--- config.mk ---
export PLATFORM = sky130hd
export DESIGN_NAME = adc_control_status
export DESIGN_NICKNAME = d
export VERILOG_FILES = /design/src/rtl/adc_ctl_pkg.sv /design/src/rtl/adc_control_status.sv /design/src/rtl/bank_ctl.sv /design/src/rtl/trig_route.sv
export VERILOG_INCLUDE_DIRS = /design/src /design/src/rtl
export SDC_FILE = /design/constraint.sdc
export NUM_CORES = 1
export LEC_CHECK = 0
export BUFFER_PORTS_ARGS = -buffer_cell sky130_fd_sc_hd__buf_2
export CORE_MARGIN = 1.5
export CORE_UTILIZATION = 42
export DETAILED_ROUTE_END_ITERATION = 10
export GPL_TIMING_DRIVEN = 0
export HOLD_SLACK_MARGIN = 0.15
export PLACE_DENSITY_LB_ADDON = 0.05
export SLEW_MARGIN = 15
export SYNTH_ARGS = -nofsm -noshare
export SYNTH_HDL_FRONTEND = slang
export SYNTH_SLANG_ARGS = --single-unit
export TNS_END_PERCENT = 20
--- constraint.sdc ---
create_clock -name mclk -period 1.55 [get_ports mclk]
set_input_delay 0.155 -clock mclk [delete_from_list [all_inputs] [get_ports mclk]]
set_output_delay 0.155 -clock mclk [all_outputs]
set_load 0.005 [all_outputs]
--- src/rtl/adc_ctl_params.svh ---
// Constants for the converter control and status block
// Overview of operation
// RL1 - Register takes byte, half and word accesses
// RL2 - Reset clears every control bit
// RL3 - Bit 0 picks two's complement or straight
// RL4 - Bits 2:1 disable, trigger in, or out
// RL5 - Input on channel 0, output on 8
// RL6 - Trigger output forces channels 8-15 output
// RL7 - Software sets channels 0-7 input for trigger
// RL8 - One module drives trigger, others input it
// RL9 - Bits 5:3 select input or calibration source
// RL10 - Bit 6 enables interval timer
// RL11 - Unused bit 7 reads back as written
// RL12 - Bits 10:8 select scan mode
// RL13 - Bit 11 enables threshold interrupt request
// RL14 - Request holds until memory read or disable
// RL15 - Bit 12 reads pending, write one releases
// RL16 - Bit 13 stops scan on bank switch
// RL17 - Bit 14 clear: trigger resets write pointer
// RL18 - Bit 15 sets on bank switch
// RL19 - First memory read clears bit 15
// RL20 - Two 512 banks switch past threshold
// RL21 - Writes to bit 15 are ignored
`ifndef ADC_CTL_PARAMS_SVH
`define ADC_CTL_PARAMS_SVH
`define CSR_OFFSET      8'h04
`define CSR_RESET       16'h0000
`define THRESH_RESET    9'h1ff
`define BANK_DEPTH      512
`define BIT_CODING      0
`define BIT_TRIG_LO     1
`define BIT_SRC_LO      3
`define BIT_TIMER       6
`define BIT_SPARE       7
`define BIT_SCAN_LO     8
`define BIT_IRQ_EN      11
`define BIT_IRQ_PEND    12
`define BIT_AUTO_STOP   13
`define BIT_KEEP_PTR    14
`define BIT_TRANSITION  15
`define DIO_TRIG_IN     0
`define DIO_TRIG_OUT    8
`endif

--- src/rtl/adc_ctl_pkg.sv ---
// Types for the converter control and status block
package adc_ctl_pkg;
	typedef enum logic [1:0] {TRIG_OFF = 2'h0, TRIG_IN = 2'h1, TRIG_OUT = 2'h2,
		TRIG_OFF2 = 2'h3} trig_mode_t;
	typedef enum logic [2:0] {SCAN_STOP = 3'h0, SCAN_UNI_CONT = 3'h1,
		SCAN_UNI_SINGLE = 3'h2, SCAN_BURST_CONT = 3'h3, SCAN_BURST_SINGLE = 3'h4,
		SCAN_TRIG_ONLY = 3'h5, SCAN_RSVD6 = 3'h6, SCAN_RSVD7 = 3'h7} scan_mode_t;
	typedef struct packed {
		logic        transition;
		logic        keep_ptr;
		logic        auto_stop;
		logic        irq_pend;
		logic        irq_en;
		scan_mode_t  scan;
		logic        spare;
		logic        timer_en;
		logic [2:0]  source;
		trig_mode_t  trig;
		logic        straight;
	} csr_t;
	typedef struct packed {
		logic        wr;
		logic        rd;
		logic [7:0]  addr;
		logic [3:0]  be;
		logic [31:0] wdata;
	} bus_req_t;
endpackage : adc_ctl_pkg

--- src/rtl/adc_control_status.sv ---
// Converter control and status register with trigger and bank control
`timescale 1ns/1ps
`include "adc_ctl_params.svh"
module adc_control_status
	import adc_ctl_pkg::*;
#(
	parameter int DEPTH = `BANK_DEPTH,
	parameter int DIO_W = 16
)(
	input  wire logic                      mclk,
	input  wire logic                      rst_b,
	input  wire logic [7:0]                addr,
	input  wire logic [3:0]                be,
	input  wire logic [31:0]               wdata,
	input  wire logic                      wr_stb,
	input  wire logic                      rd_stb,
	output logic [31:0]                    rdata,
	input  wire logic [$clog2(DEPTH)-1:0]  threshold,
	input  wire logic                      sample_wr,
	input  wire logic                      sw_trigger,
	input  wire logic                      mem_read,
	input  wire logic                      trig_out_b,
	input  wire logic [DIO_W-1:0]          dio_in,
	input  wire logic [DIO_W-1:0]          dio_dir_sw,
	input  wire logic [DIO_W-1:0]          dio_out_sw,
	output logic                           irq,
	output logic                           straight_bin,
	output logic [2:0]                     source_sel,
	output logic                           timer_en,
	output logic [2:0]                     scan_mode,
	output logic                           ext_trig_b,
	output logic                           read_bank,
	output logic [$clog2(DEPTH)-1:0]       wr_ptr,
	output logic [DIO_W-1:0]               dio_oe_b,
	output logic [DIO_W-1:0]               dio_out
);
	if (DEPTH != `BANK_DEPTH)
	begin : g_bad_depth
		$error("bank depth must be 512");
	end

	// ----------------------------------------
	// Helpers
	// ----------------------------------------
	function automatic logic [15:0] merge16(input logic [15:0] old, input logic [15:0] nw,
		input logic [1:0] lanes);
		merge16 = old;
		if (lanes[0])
			merge16[7:0] = nw[7:0];
		if (lanes[1])
			merge16[15:8] = nw[15:8];
	endfunction : merge16

	// ----------------------------------------
	// Register state
	// ----------------------------------------
	csr_t        csr_reg;
	csr_t        csr_next;
	logic        csr_hit;
	logic        bank_switch;
	logic        ext_trig_d_reg;
	logic        ext_trig_fall;
	logic        trig_event;
	logic [15:0] wr_val;

	assign csr_hit       = (addr == `CSR_OFFSET);
	assign ext_trig_fall = ext_trig_d_reg & ~ext_trig_b;
	assign trig_event    = sw_trigger | (ext_trig_fall && csr_reg.trig == TRIG_IN);
	assign wr_val        = merge16(csr_reg, wdata[15:0], be[1:0]); // RL1

	always_comb
	begin
		csr_next = csr_reg;
		if (wr_stb && csr_hit)
		begin
			csr_next                  = csr_t'(wr_val); // RL11
			csr_next.irq_pend         = csr_reg.irq_pend; // RL15
			csr_next.transition       = csr_reg.transition; // RL21
			if (be[1] && wdata[`BIT_IRQ_PEND])
				csr_next.irq_pend = 1'b0; // RL15
		end
		if (!csr_next.irq_en || mem_read)
			csr_next.irq_pend = 1'b0; // RL14
		if (mem_read)
			csr_next.transition = 1'b0; // RL19
		if (bank_switch)
		begin
			csr_next.transition = 1'b1; // RL18
			if (csr_next.irq_en)
				csr_next.irq_pend = 1'b1; // RL13
			if (csr_next.auto_stop)
				csr_next.scan = SCAN_STOP; // RL16
		end
	end

	always_ff @(posedge mclk or negedge rst_b)
	begin
		if (!rst_b)
			csr_reg <= csr_t'(`CSR_RESET); // RL2
		else
			csr_reg <= csr_next;
	end

	always_ff @(posedge mclk or negedge rst_b)
	begin
		if (!rst_b)
			ext_trig_d_reg <= 1'b1;
		else
			ext_trig_d_reg <= ext_trig_b;
	end

	// ----------------------------------------
	// Read port and outputs
	// ----------------------------------------
	always_ff @(posedge mclk or negedge rst_b)
	begin
		if (!rst_b)
			rdata <= '0;
		else if (rd_stb && csr_hit)
			rdata <= {16'h0000, csr_reg}; // RL1
		else
			rdata <= '0;
	end

	always_ff @(posedge mclk or negedge rst_b)
	begin
		if (!rst_b)
		begin
			irq          <= 1'b0;
			straight_bin <= 1'b0;
			source_sel   <= 3'h0;
			timer_en     <= 1'b0;
			scan_mode    <= 3'h0;
		end
		else
		begin
			irq          <= csr_next.irq_pend; // RL13
			straight_bin <= csr_next.straight; // RL3
			source_sel   <= csr_next.source; // RL9
			timer_en     <= csr_next.timer_en; // RL10
			scan_mode    <= csr_next.scan; // RL12
		end
	end

	// ----------------------------------------
	// Sub-blocks
	// ----------------------------------------
	trig_route #(.DIO_W(DIO_W)) u_trig (
		.mclk       (mclk),
		.rst_b      (rst_b),
		.trig       (csr_reg.trig),
		.trig_out_b (trig_out_b),
		.dio_in     (dio_in),
		.dio_dir_sw (dio_dir_sw),
		.dio_out_sw (dio_out_sw),
		.ext_trig_b (ext_trig_b),
		.dio_oe_b   (dio_oe_b),
		.dio_out    (dio_out)
	);

	bank_ctl #(.DEPTH(DEPTH)) u_bank (
		.mclk        (mclk),
		.rst_b       (rst_b),
		.sample_wr   (sample_wr),
		.ptr_reset   (trig_event && !csr_reg.keep_ptr), // RL17
		.threshold   (threshold),
		.bank_switch (bank_switch),
		.read_bank   (read_bank),
		.wr_ptr      (wr_ptr)
	);
endmodule : adc_control_status

--- src/rtl/bank_ctl.sv ---
// Ping-pong sample bank tracking
`timescale 1ns/1ps
`include "adc_ctl_params.svh"
module bank_ctl #(
	parameter int DEPTH = `BANK_DEPTH
)(
	input  wire logic                      mclk,
	input  wire logic                      rst_b,
	input  wire logic                      sample_wr,
	input  wire logic                      ptr_reset,
	input  wire logic [$clog2(DEPTH)-1:0]  threshold,
	output logic                           bank_switch,
	output logic                           read_bank,
	output logic [$clog2(DEPTH)-1:0]       wr_ptr
);
	localparam int AW = $clog2(DEPTH);
	if (DEPTH < 2 || (1 << AW) != DEPTH)
	begin : g_bad_depth
		$error("bank depth must be a power of two");
	end
	always_ff @(posedge mclk or negedge rst_b)
	begin
		if (!rst_b)
		begin
			wr_ptr      <= '0;
			read_bank   <= 1'b0;
			bank_switch <= 1'b0;
		end
		else
		begin
			bank_switch <= 1'b0;
			if (sample_wr && wr_ptr == threshold)
			begin
				wr_ptr      <= '0; // RL20
				read_bank   <= ~read_bank;
				bank_switch <= 1'b1;
			end
			else if (ptr_reset)
				wr_ptr <= '0;
			else if (sample_wr)
				wr_ptr <= wr_ptr + AW'(1);
		end
	end
endmodule : bank_ctl

--- src/rtl/trig_route.sv ---
// Trigger routing onto the digital channels
`timescale 1ns/1ps
`include "adc_ctl_params.svh"
module trig_route
	import adc_ctl_pkg::*;
#(
	parameter int DIO_W = 16
)(
	input  wire logic              mclk,
	input  wire logic              rst_b,
	input  wire trig_mode_t        trig,
	input  wire logic              trig_out_b,
	input  wire logic [DIO_W-1:0]  dio_in,
	input  wire logic [DIO_W-1:0]  dio_dir_sw,
	input  wire logic [DIO_W-1:0]  dio_out_sw,
	output logic                   ext_trig_b,
	output logic [DIO_W-1:0]       dio_oe_b,
	output logic [DIO_W-1:0]       dio_out
);
	if (DIO_W != 16)
	begin : g_bad_width
		$error("trig_route needs 16 channels");
	end
	logic [DIO_W-1:0] dir_next;
	logic [DIO_W-1:0] out_next;
	always_comb
	begin
		dir_next = dio_dir_sw;
		out_next = dio_out_sw;
		if (trig == TRIG_OUT)
		begin
			dir_next[15:8] = 8'hff; // RL6
			out_next[`DIO_TRIG_OUT] = trig_out_b; // RL5
		end
		if (trig == TRIG_IN)
			dir_next[`DIO_TRIG_IN] = 1'b0; // RL5
	end
	always_ff @(posedge mclk or negedge rst_b)
	begin
		if (!rst_b)
		begin
			dio_oe_b   <= '1;
			dio_out    <= '0;
			ext_trig_b <= 1'b1;
		end
		else
		begin
			dio_oe_b   <= ~dir_next;
			dio_out    <= out_next;
			ext_trig_b <= (trig == TRIG_IN) ? dio_in[`DIO_TRIG_IN] : 1'b1; // RL4
		end
	end
endmodule : trig_route

## Yosys cells after proc, flatten, opt, wreduce, memory -nomap -nowiden

Cells that the tools add are included.

- Output and inout bits: 84
- Bits in registers: 93

- Bitwise gates (word level): 5
- Reductions and logical operators: 13
- Add/subtract/negate cells: 1
- Eq/ne operators: 4
- Muxes and demuxes: 20

Operators with widths:

| operator | number |
|---|---|
| $mux W9 | 3 |
| $mux W16 | 1 |
| $mux W8 | 2 |
| $not A16 Y16 | 1 |
| $mux W14 | 1 |
| $mux W1 | 10 |
| $add A9 B1 Y9 const B | 1 |
| $eq A9 B9 Y1 | 1 |
| $eq A8 B3 Y1 const B | 1 |
| $logic_and A1 B1 Y1 | 6 |
| $mux W3 | 2 |
| $mux W6 | 1 |
| $reduce_and A2 Y1 | 2 |
| $reduce_bool A3 Y1 | 1 |
| $eq A2 B1 Y1 const B | 1 |
| $eq A2 B2 Y1 const B | 1 |
| $logic_not A1 Y1 | 2 |
| $not A1 Y1 | 2 |
| $reduce_bool A2 Y1 | 1 |
| $and A1 B1 Y1 | 1 |
| $logic_or A1 B1 Y1 | 1 |
| $or A1 B1 Y1 | 1 |

## Longest topological paths before layout

Gate-level depths: netlist of the first run.

- Depth in word-level cells: 8
- Depth in mapped cells: 5

## Cells and area by module

A second synthesis of the first run with hierarchy kept.

- Cells, all modules: 232
- Area, all modules: 3081.7 um^2

By module, submodules not included:

| module | instances | area each (um^2) | cells an instance |
|---|---|---|---|
| adc_control_status | 1 | 1423.9 | 107 |
| trig_route | 1 | 958.4 | 54 |
| bank_ctl | 1 | 699.4 | 71 |

## Worst setup path before layout of the first run

Ideal clock, no wire load.

- Path kind: reg-to-reg
- From: reg u_trig.ext_trig_b
- To: reg u_bank.wr_ptr[0]
- Clock period less this slack: 1.458 ns
- Path buffers: 0
- Library setup time: 0.083 ns
- Cell stages (with the launch flop): 5
- Data arrival time: 1.375 ns
- Slack: 0.092 ns
- Required time: 1.467 ns
- Path through: dfstp_2 > nand4bb_1 > a21oi_1 > or3b_2 > o22ai_1

- Word-level cells in the longest chain between the ends: 7
- Elaborated cells on any way between the ends: 8
- Classes of those cells: mux (2); bitwise (3); reduce/logical (3)

RTL lines:

| item | RTL line | text |
|---|---|---|
| start: declaration | trig_route.sv:16 | `output logic ext_trig_b,` |
| start signal: assignment | trig_route.sv:50 | `` ext_trig_b <= (trig == TRIG_IN) ? dio_in[`DIO_TRIG_IN] : 1'b1; `` |
| $not A1 Y1 * | adc_control_status.sv:67 | `assign ext_trig_fall = ext_trig_d_reg & ~ext_trig_b;` |
| $and A1 B1 Y1 * | adc_control_status.sv:67 |  |
| $logic_and A1 B1 Y1 * | adc_control_status.sv:68 | `assign trig_event = sw_trigger \| (ext_trig_fall && csr_reg.trig == TRIG_IN);` |
| $or A1 B1 Y1 * | adc_control_status.sv:68 |  |
| $logic_and A1 B1 Y1 * | adc_control_status.sv:165 | `.ptr_reset (trig_event && !csr_reg.keep_ptr),` |
| $mux W9 | bank_ctl.sv:38 | `else if (ptr_reset)` |
| $mux W9 | bank_ctl.sv:32 | `if (sample_wr && wr_ptr == threshold)` |
| end signal: assignment | bank_ctl.sv:41 | `wr_ptr <= wr_ptr + AW'(1);` |
| end: declaration | bank_ctl.sv:14 | `output logic [$clog2(DEPTH)-1:0] wr_ptr` |

Mark *: on every way between the ends. The rest lies on a longest branch, timed or not.
A chain may end at the register's enable or synchronous reset.

## Worst setup path in the final report of the first run

- From: reg u_bank.wr_ptr[0]
- To: reg u_bank.wr_ptr[0]

- Word-level cells in the longest chain between the ends: 4
- Elaborated cells on any way between the ends: 7
- Classes of those cells: add/sub (1); eq/ne (1); mux (3); reduce/logical (2)

RTL lines:

| item | RTL line | text |
|---|---|---|
| $add A9 B1 Y9 | bank_ctl.sv:41 |  |
| $mux W9 | bank_ctl.sv:40 | `else if (sample_wr)` |
| $mux W9 | bank_ctl.sv:38 |  |
| $mux W9 | bank_ctl.sv:32 |  |

Parallel ways exist; a longest one is shown, timed or not. The select of a mux whose other input is x is not followed.

==> metrics, run 1 <==
outcome=complete, no violations; largest registers=rdata (16), u_trig.dio_oe_b (16), u_trig.dio_out (16); min-delay src=sw_trigger; min Tclk post-route=approximately 1500 ps; r2r worst-path depth=5; register area share after synthesis=~64%; Worst R2R Setup Slack=between 50 and 60 ps; CTS tree=built; Setup crit start kind=flop; top cells by area, synth=dfrtp_1 (49%), dfstp_2 (16%), buf_4 (5.5%), mux2_2 (4.1%), and2_1 (3.3%); number of global-route vias before repair=between 2000 and 2500; Layout area overhead=56.3%; Worst R2R Start=u_bank.wr_ptr[0]; gr ovfl total=0; I/O pins=slightly below 200; leading cell type in the layout, fill and taps excluded=buf_2; worst hold path depth=4; WHS Endpoint=u_bank.wr_ptr[1]; core region area=6870 um^2; final core occ=68.9%; largest net degree at the start of global routing=between 40 and 50; clock tree sinks=slightly below 80; max-cap violations=0; Max Fclk=~0.67 GHz; CTS Root Cell=clkbuf_8; Post-synth EDFFs=0; Final Hold Vio Count=0; Critical Path AT=about 1700 ps; Max VDD drop=0.465 mV; Pwr Density=around 860 nW/um^2; Netlist Area Pre-Place=3030 um^2; gpl congestion=around 0.79; die height=a little under 90 um; RSZ-0062 raised after global routing=true; Post-synth ARST share=100%; Pre-Repair DR Iteration Count=4; Hold Path Class=in2reg; final instance area=between 4000 and 5000 um^2; WS Path Type=reg2reg; final setup skew=11.1 ps; post-synth top area cell=dfrtp_1; post-route ant nets=0; Die ar.=7730 um^2; Worst-path clk slew=around 70 ps; DRC=0; Initial Util=44.1%; DP Area=~3900 um^2; Lkg Pwr=about 2.5 nW; number of synthesized register bits=between 70 and 80; warnings from Yosys=0; power consumption=approximately 4 mW; CP required=approximately 1800 ps; DRT iter0 DRCs=32; Detailed Place HPWL=roughly 4700 um; setup ws final=54.9 ps; clock buffer depth=2; diode count=0; Highest Signal Layer=met4; Inserted Clock Buffers=9; final worst-path cycle share=between 90% and 100%; Tot GR Track Use=~19%; fin nets=between 500 and 600; DR WL/cell=between 10 and 15 um; most common flop cell mapped by yosys=dfrtp_1; wire length on met2=approximately 3600 um; FF-to-FF End=u_bank.wr_ptr[0]; post-synth top area share=between 40% and 50%; post-synthesis instance total=between 200 and 250; share of cells above drive strength 1=around half; commonest non-fill, non-tap cells in the layout=buf_2 (141), dfrtp_1 (56), dlygate4sd3_1 (51); Die Wd=between 80 and 90 um; setup TNS=0 ps; dpl ws=-128 ps; Clock Latency Late Sink=340 ps; initial antenna violation count=0; fin. max-slew vios=0; drt via density=4.39; Routed WL=7240 um; row count=30; post-synth cell types=38; CP endpoint kind=flop; Finish-stage setup viols=0; CP max FO=7; IO Port Bufs=141; Vias=roughly 2400; first-pass GRT wire length=~11000 um; H-tree Lvls=3; Avg Synthesized Cell Area=between 10 and 15 um^2; met3 routed WL=515 um; WL met1=just under 3000 um
-- cells by family after synthesis --
logic type | share of synthesized area [%]
flip-flops | 64.3
AND/OR/NAND/NOR | 15.2
buffers and inverters | 7.47
multiplexers | 7.23
AO/OA/AOI/OAI | 2.31
XOR/XNOR | 2.89
adder cells (fa/ha/maj) | 0.413
other | 0.124
-- per-stage QoR --
stage          instances  hold slack [ps]
5_1_grt              555              277
4_1_cts              555              256
6_report             555              273
3_5_place_dp         486              121
2_1_floorplan        248             -141
3_3_place_gp         485              264
-- layout make-up --
type	instances	area, um^2
Buffer	27	185
Clock buffer	11	141
Clock inverter	5	60.1
Fill cell	525	2130
Inverter	11	41.3
Multi-Input combinational cell	133	970
Sequential cell	77	1950
Tap cell	96	120
Timing Repair Buffer	195	1260
-- worst max-delay path: stages (launching register included) --
cell and delay (ps):
dfrtp_2 470, xnor2_2 200, nand4_1 200, nor3_4 250
buf_4 180, o22ai_1 70
-- synthesized netlist by cell type (4+ instances only) --
master    instances
xnor2_1           9
mux2i_1           8
buf_4            22
nor4_1            7
inv_1            11
nand3_1           4
mux2_2           11
nand2_1          11
clkbuf_1          4
dfstp_2          18
nor2_1           18
dfrtp_1          59
and2_1           16
-- worst max path at each step --
stage / from / to / depth (start not counted)
3_5_place_dp: csr_reg[2] / u_bank.wr_ptr[0] / 4
6_report: u_bank.wr_ptr[0] / u_bank.wr_ptr[0] / 5
3_3_place_gp: rst_b / scan_mode[0] / 1
2_1_floorplan: u_trig.ext_trig_b / u_bank.wr_ptr[0] / 4
4_1_cts: u_trig.ext_trig_b / u_bank.wr_ptr[0] / 4
5_1_grt: u_bank.wr_ptr[5] / u_bank.read_bank / 6
-- report_power, final --
part | internal (mW) | switching, mW | total (mW)
Combinational | 0.270 | 0.186 | 0.456
Clock | 0.792 | 0.725 | 1.52
Sequential | 2.08 | 0.0291 | 2.11
-- layer usage --
| layer | track usage, % | vias up |
|---|---|---|
| met3 | 5.00 | 10 |
| met4 | 8.37 | 0 |
| met1 | 22.8 | 1161 |
| met5 | 0 | - |
| met2 | 33.1 | 93 |
| li1 | - | 1173 |
-- what timing repair did --
action                     CTS  global route
setup buffers                2             0
resized for setup            1            12
hold endpoints to repair   117             0
hold buffers                51             0
setup endpoints to repair    9             7
pin swaps                    1             2
Power figures use the tool's default switching activity.
==> inputs of run 2 (changes only) <==
- ABC_AREA: not set -> 1
- CORE_UTILIZATION: 42 -> 43
==> run 2 against run 1 <==
Flip-flop and latch count did not move. Combinational power is 95% higher. Non-clock buffer count is 1 lower. Setup slack better by 97 ps. Clock-buffer cell count increased by 1. Register-to-register slack better by 97 ps. Hold slack got worse by 92 ps. Design area is 4.1% higher. Critical endpoint is now u_bank.bank_switch.
==> metrics, run 2 <==
outcome=complete, no violations; CP max FO=7 (unchanged); area share of xor/xnor cells in the synthesized design=2.14% (-0.75 points); combinational family with the most area after synthesis=simple AND/OR/NAND/NOR gates; fin nets=685 (+21%); core region area=7330 um^2 (+6.7%); post-synth top area share=45.1% (-3.7 points); H-tree Lvls=3 (unchanged); Setup crit start kind=flop; DR WL/cell=11.2 um (-14%); CP required=1780 ps (+30 ps); CTS Root Cell=clkbuf_8; Clock Latency Late Sink=340 ps (about the same); multiplexer share of the synthesized area=0.344% (-6.9 points); CTS tree=built; RSZ-0062 raised after global routing=false; Hold Path Class=in2reg; WP buf/inv=3 (+2); Avg Synthesized Cell Area=9.23 um^2 (-29%); register area share after synthesis=59.5% (-4.8 points); DRC=0 (unchanged); warnings from Yosys=0 (unchanged); slowest stage delay, CP=530 ps (+60 ps); final core occ=67.2% (-1.7 points); clock tree sinks=77 (unchanged); Critical Path AT=1630 ps (-70 ps); Worst-path clk slew=80 ps (about the same); number of synthesized register bits=77 (unchanged); Initial Util=44.7% (+0.58 points); die height=90.3 um (+2.7%); Max Fclk=0.715 GHz (+7.0%); Simple-Gate Fraction of Synth Area=23.8% (+8.6 points); first-pass GRT wire length=12900 um (+16%); fin. max-slew vios=0 (unchanged); Die ar.=8150 um^2 (+5.4%); I/O pins=193 (unchanged); WS Path Type=reg2reg; share of cells above drive strength 1=38.1% (-12 points); Finish-stage setup viols=0 (unchanged); drt via density=4.28 (-2.4%); Post-synth ARST share=100% (unchanged); post-synth cell types=30 (-21%); Pre-Repair DR Iteration Count=4 (unchanged); Die Wd=90.3 um (+2.7%); Layout area overhead=50.4%; row count=31 (+3.3%); gpl congestion=0.807 (+2.4%); Final Hold Vio Count=0 (unchanged); DRT iter0 DRCs=113 (+250%); Max VDD drop=0.457 mV (-1.8%); CP endpoint kind=flop; Netlist Area Pre-Place=3280 um^2 (+8.1%); largest net degree at the start of global routing=46 (-4.2%); final instance area=4930 um^2 (+4.1%); post-route ant nets=0 (unchanged); Post-synth EDFFs=0 (unchanged); most common flop cell mapped by yosys=dfrtp_1; top cells by area, synth=dfrtp_1 (45%), dfstp_2 (14%), nand2_1 (11%), inv_1 (5.7%), buf_4 (5.3%); slowest CP cell=dfrtp_1; fillcell total=580 (+10%); Lkg Pwr=2.73 nW (+8.2%); gr ovfl total=0 (unchanged); post-synthesis instance total=355 (+52%); Routed WL=7590 um (+4.9%); post-synthesis compound-gate area fraction=1.72% (-0.59 points); max-cap violations=0 (unchanged); final setup skew=12.6 ps (+1.51 ps); Inserted Clock Buffers=9 (unchanged); min Tclk post-route=1400 ps (-97.4 ps); Vias=2909 (+19%); diode count=0 (unchanged); post-synth top area cell=dfrtp_1; number of global-route vias before repair=2759 (+16%); DP Area=4190 um^2 (+6.2%); IO Port Bufs=141 (unchanged); final worst-path cycle share=90.2% (-6.3 points); synth cell count leaders=nand2_1 (99), dfrtp_1 (59), inv_1 (50); clock buffer depth=2 (unchanged); leading cell type in the layout, fill and taps excluded=buf_2; Detailed Place HPWL=5240 um (+11%); power consumption=4.63 mW (+13%); CP delay by family, top=flip-flops; Pwr Density=940 nW/um^2 (+9.0%); post-synthesis adder-cell area fraction=0.382% (-0.031 points); initial antenna violation count=0 (unchanged); Tot GR Track Use=19.7% (+0.47 points); most numerous cell in the Yosys netlist=nand2_1; commonest non-fill, non-tap cells in the layout=buf_2 (141), nand2_1 (98), dfrtp_1 (59); largest registers=rdata (16), u_trig.dio_oe_b (16), u_trig.dio_out (16); crit path cell chain=inv_2, or2_0, nand3_1, nor2_1, nand2_2, buf_4, inv_1
run 2: cell type report:
type / count / area, um^2 / area share, %
Inverter: 52 / 200 / 4.06
Clock inverter: 4 / 37.5 / 0.761
Multi-Input combinational cell: 214 / 1010 / 20.5
Clock buffer: 12 / 166 / 3.38
Buffer: 27 / 196 / 3.98
Sequential cell: 77 / 1950 / 39.5
Timing Repair Buffer: 194 / 1250 / 25.3
Tap cell: 99 / 124 / 2.51
run 2: per-layer routing:
layer  wire, um  part of all wire, %  vias to the layer above  track usage [%]
met3        404                  5.3                        9             3.79
met2       3720                   49                       98             33.3
met4        107                  1.4                        0             7.14
li1           -                    -                     1476                -
met5          0                    0                        -                0
met1       3370                   44                     1326             25.3
run 2: cell families after synthesis:
kind of cell,count (synthesis)
compound gates,10
xor+xnor,8
fa+ha+maj,1
buf+inv,79
flops,77
mux,1
other cells,1
simple gates,178
run 2: worst reg2reg max path, cell delays in order (launching register included):
cell and delay (ps):
dfrtp_1 530, inv_2 120, or2_0 220, nand3_1 80, nor2_1 50, nand2_2 130
buf_4 130, inv_1 30
run 2: per-stage QoR:
step,setup TNS (ps),hold WS (ps),worst slack [ps],cells
floorplan,0,-141,303,370
global placement,-8300,263,-143,610
detailed placement,0,125,124,611
CTS,0,167,102,678
global route,0,212,14.1,679
finish,0,181,152,679
run 2: timing repair:
item	CTS	global route
endpoints found under the setup margin	0	10
gates resized for setup	0	7
buffers inserted	0	1
hold buffers	51	0
hold endpoints to repair	109	0
run 2: power by group:
| part | leakage, nW | internal [mW] | switching, mW |
|---|---|---|---|
| registers | 0.964 | 2.14 | 0.0973 |
| clock network | 0.105 | 0.750 | 0.761 |
| logic | 1.66 | 0.449 | 0.442 |
run 2: worst paths after layout:
path	from	cells after the start	to	slack, ps
max in group asynchronous	rst_b	3	u_trig.dio_oe_b[8]	610
max reg2reg	u_bank.wr_ptr[3]	7	u_bank.bank_switch	150
min in group asynchronous	rst_b	2	u_bank.wr_ptr[6]	300
min	wdata[11]	5	csr_reg[11]	180
min reg2reg	u_trig.ext_trig_b	0	ext_trig_d_reg	370
max	u_bank.wr_ptr[3]	7	u_bank.bank_switch	150
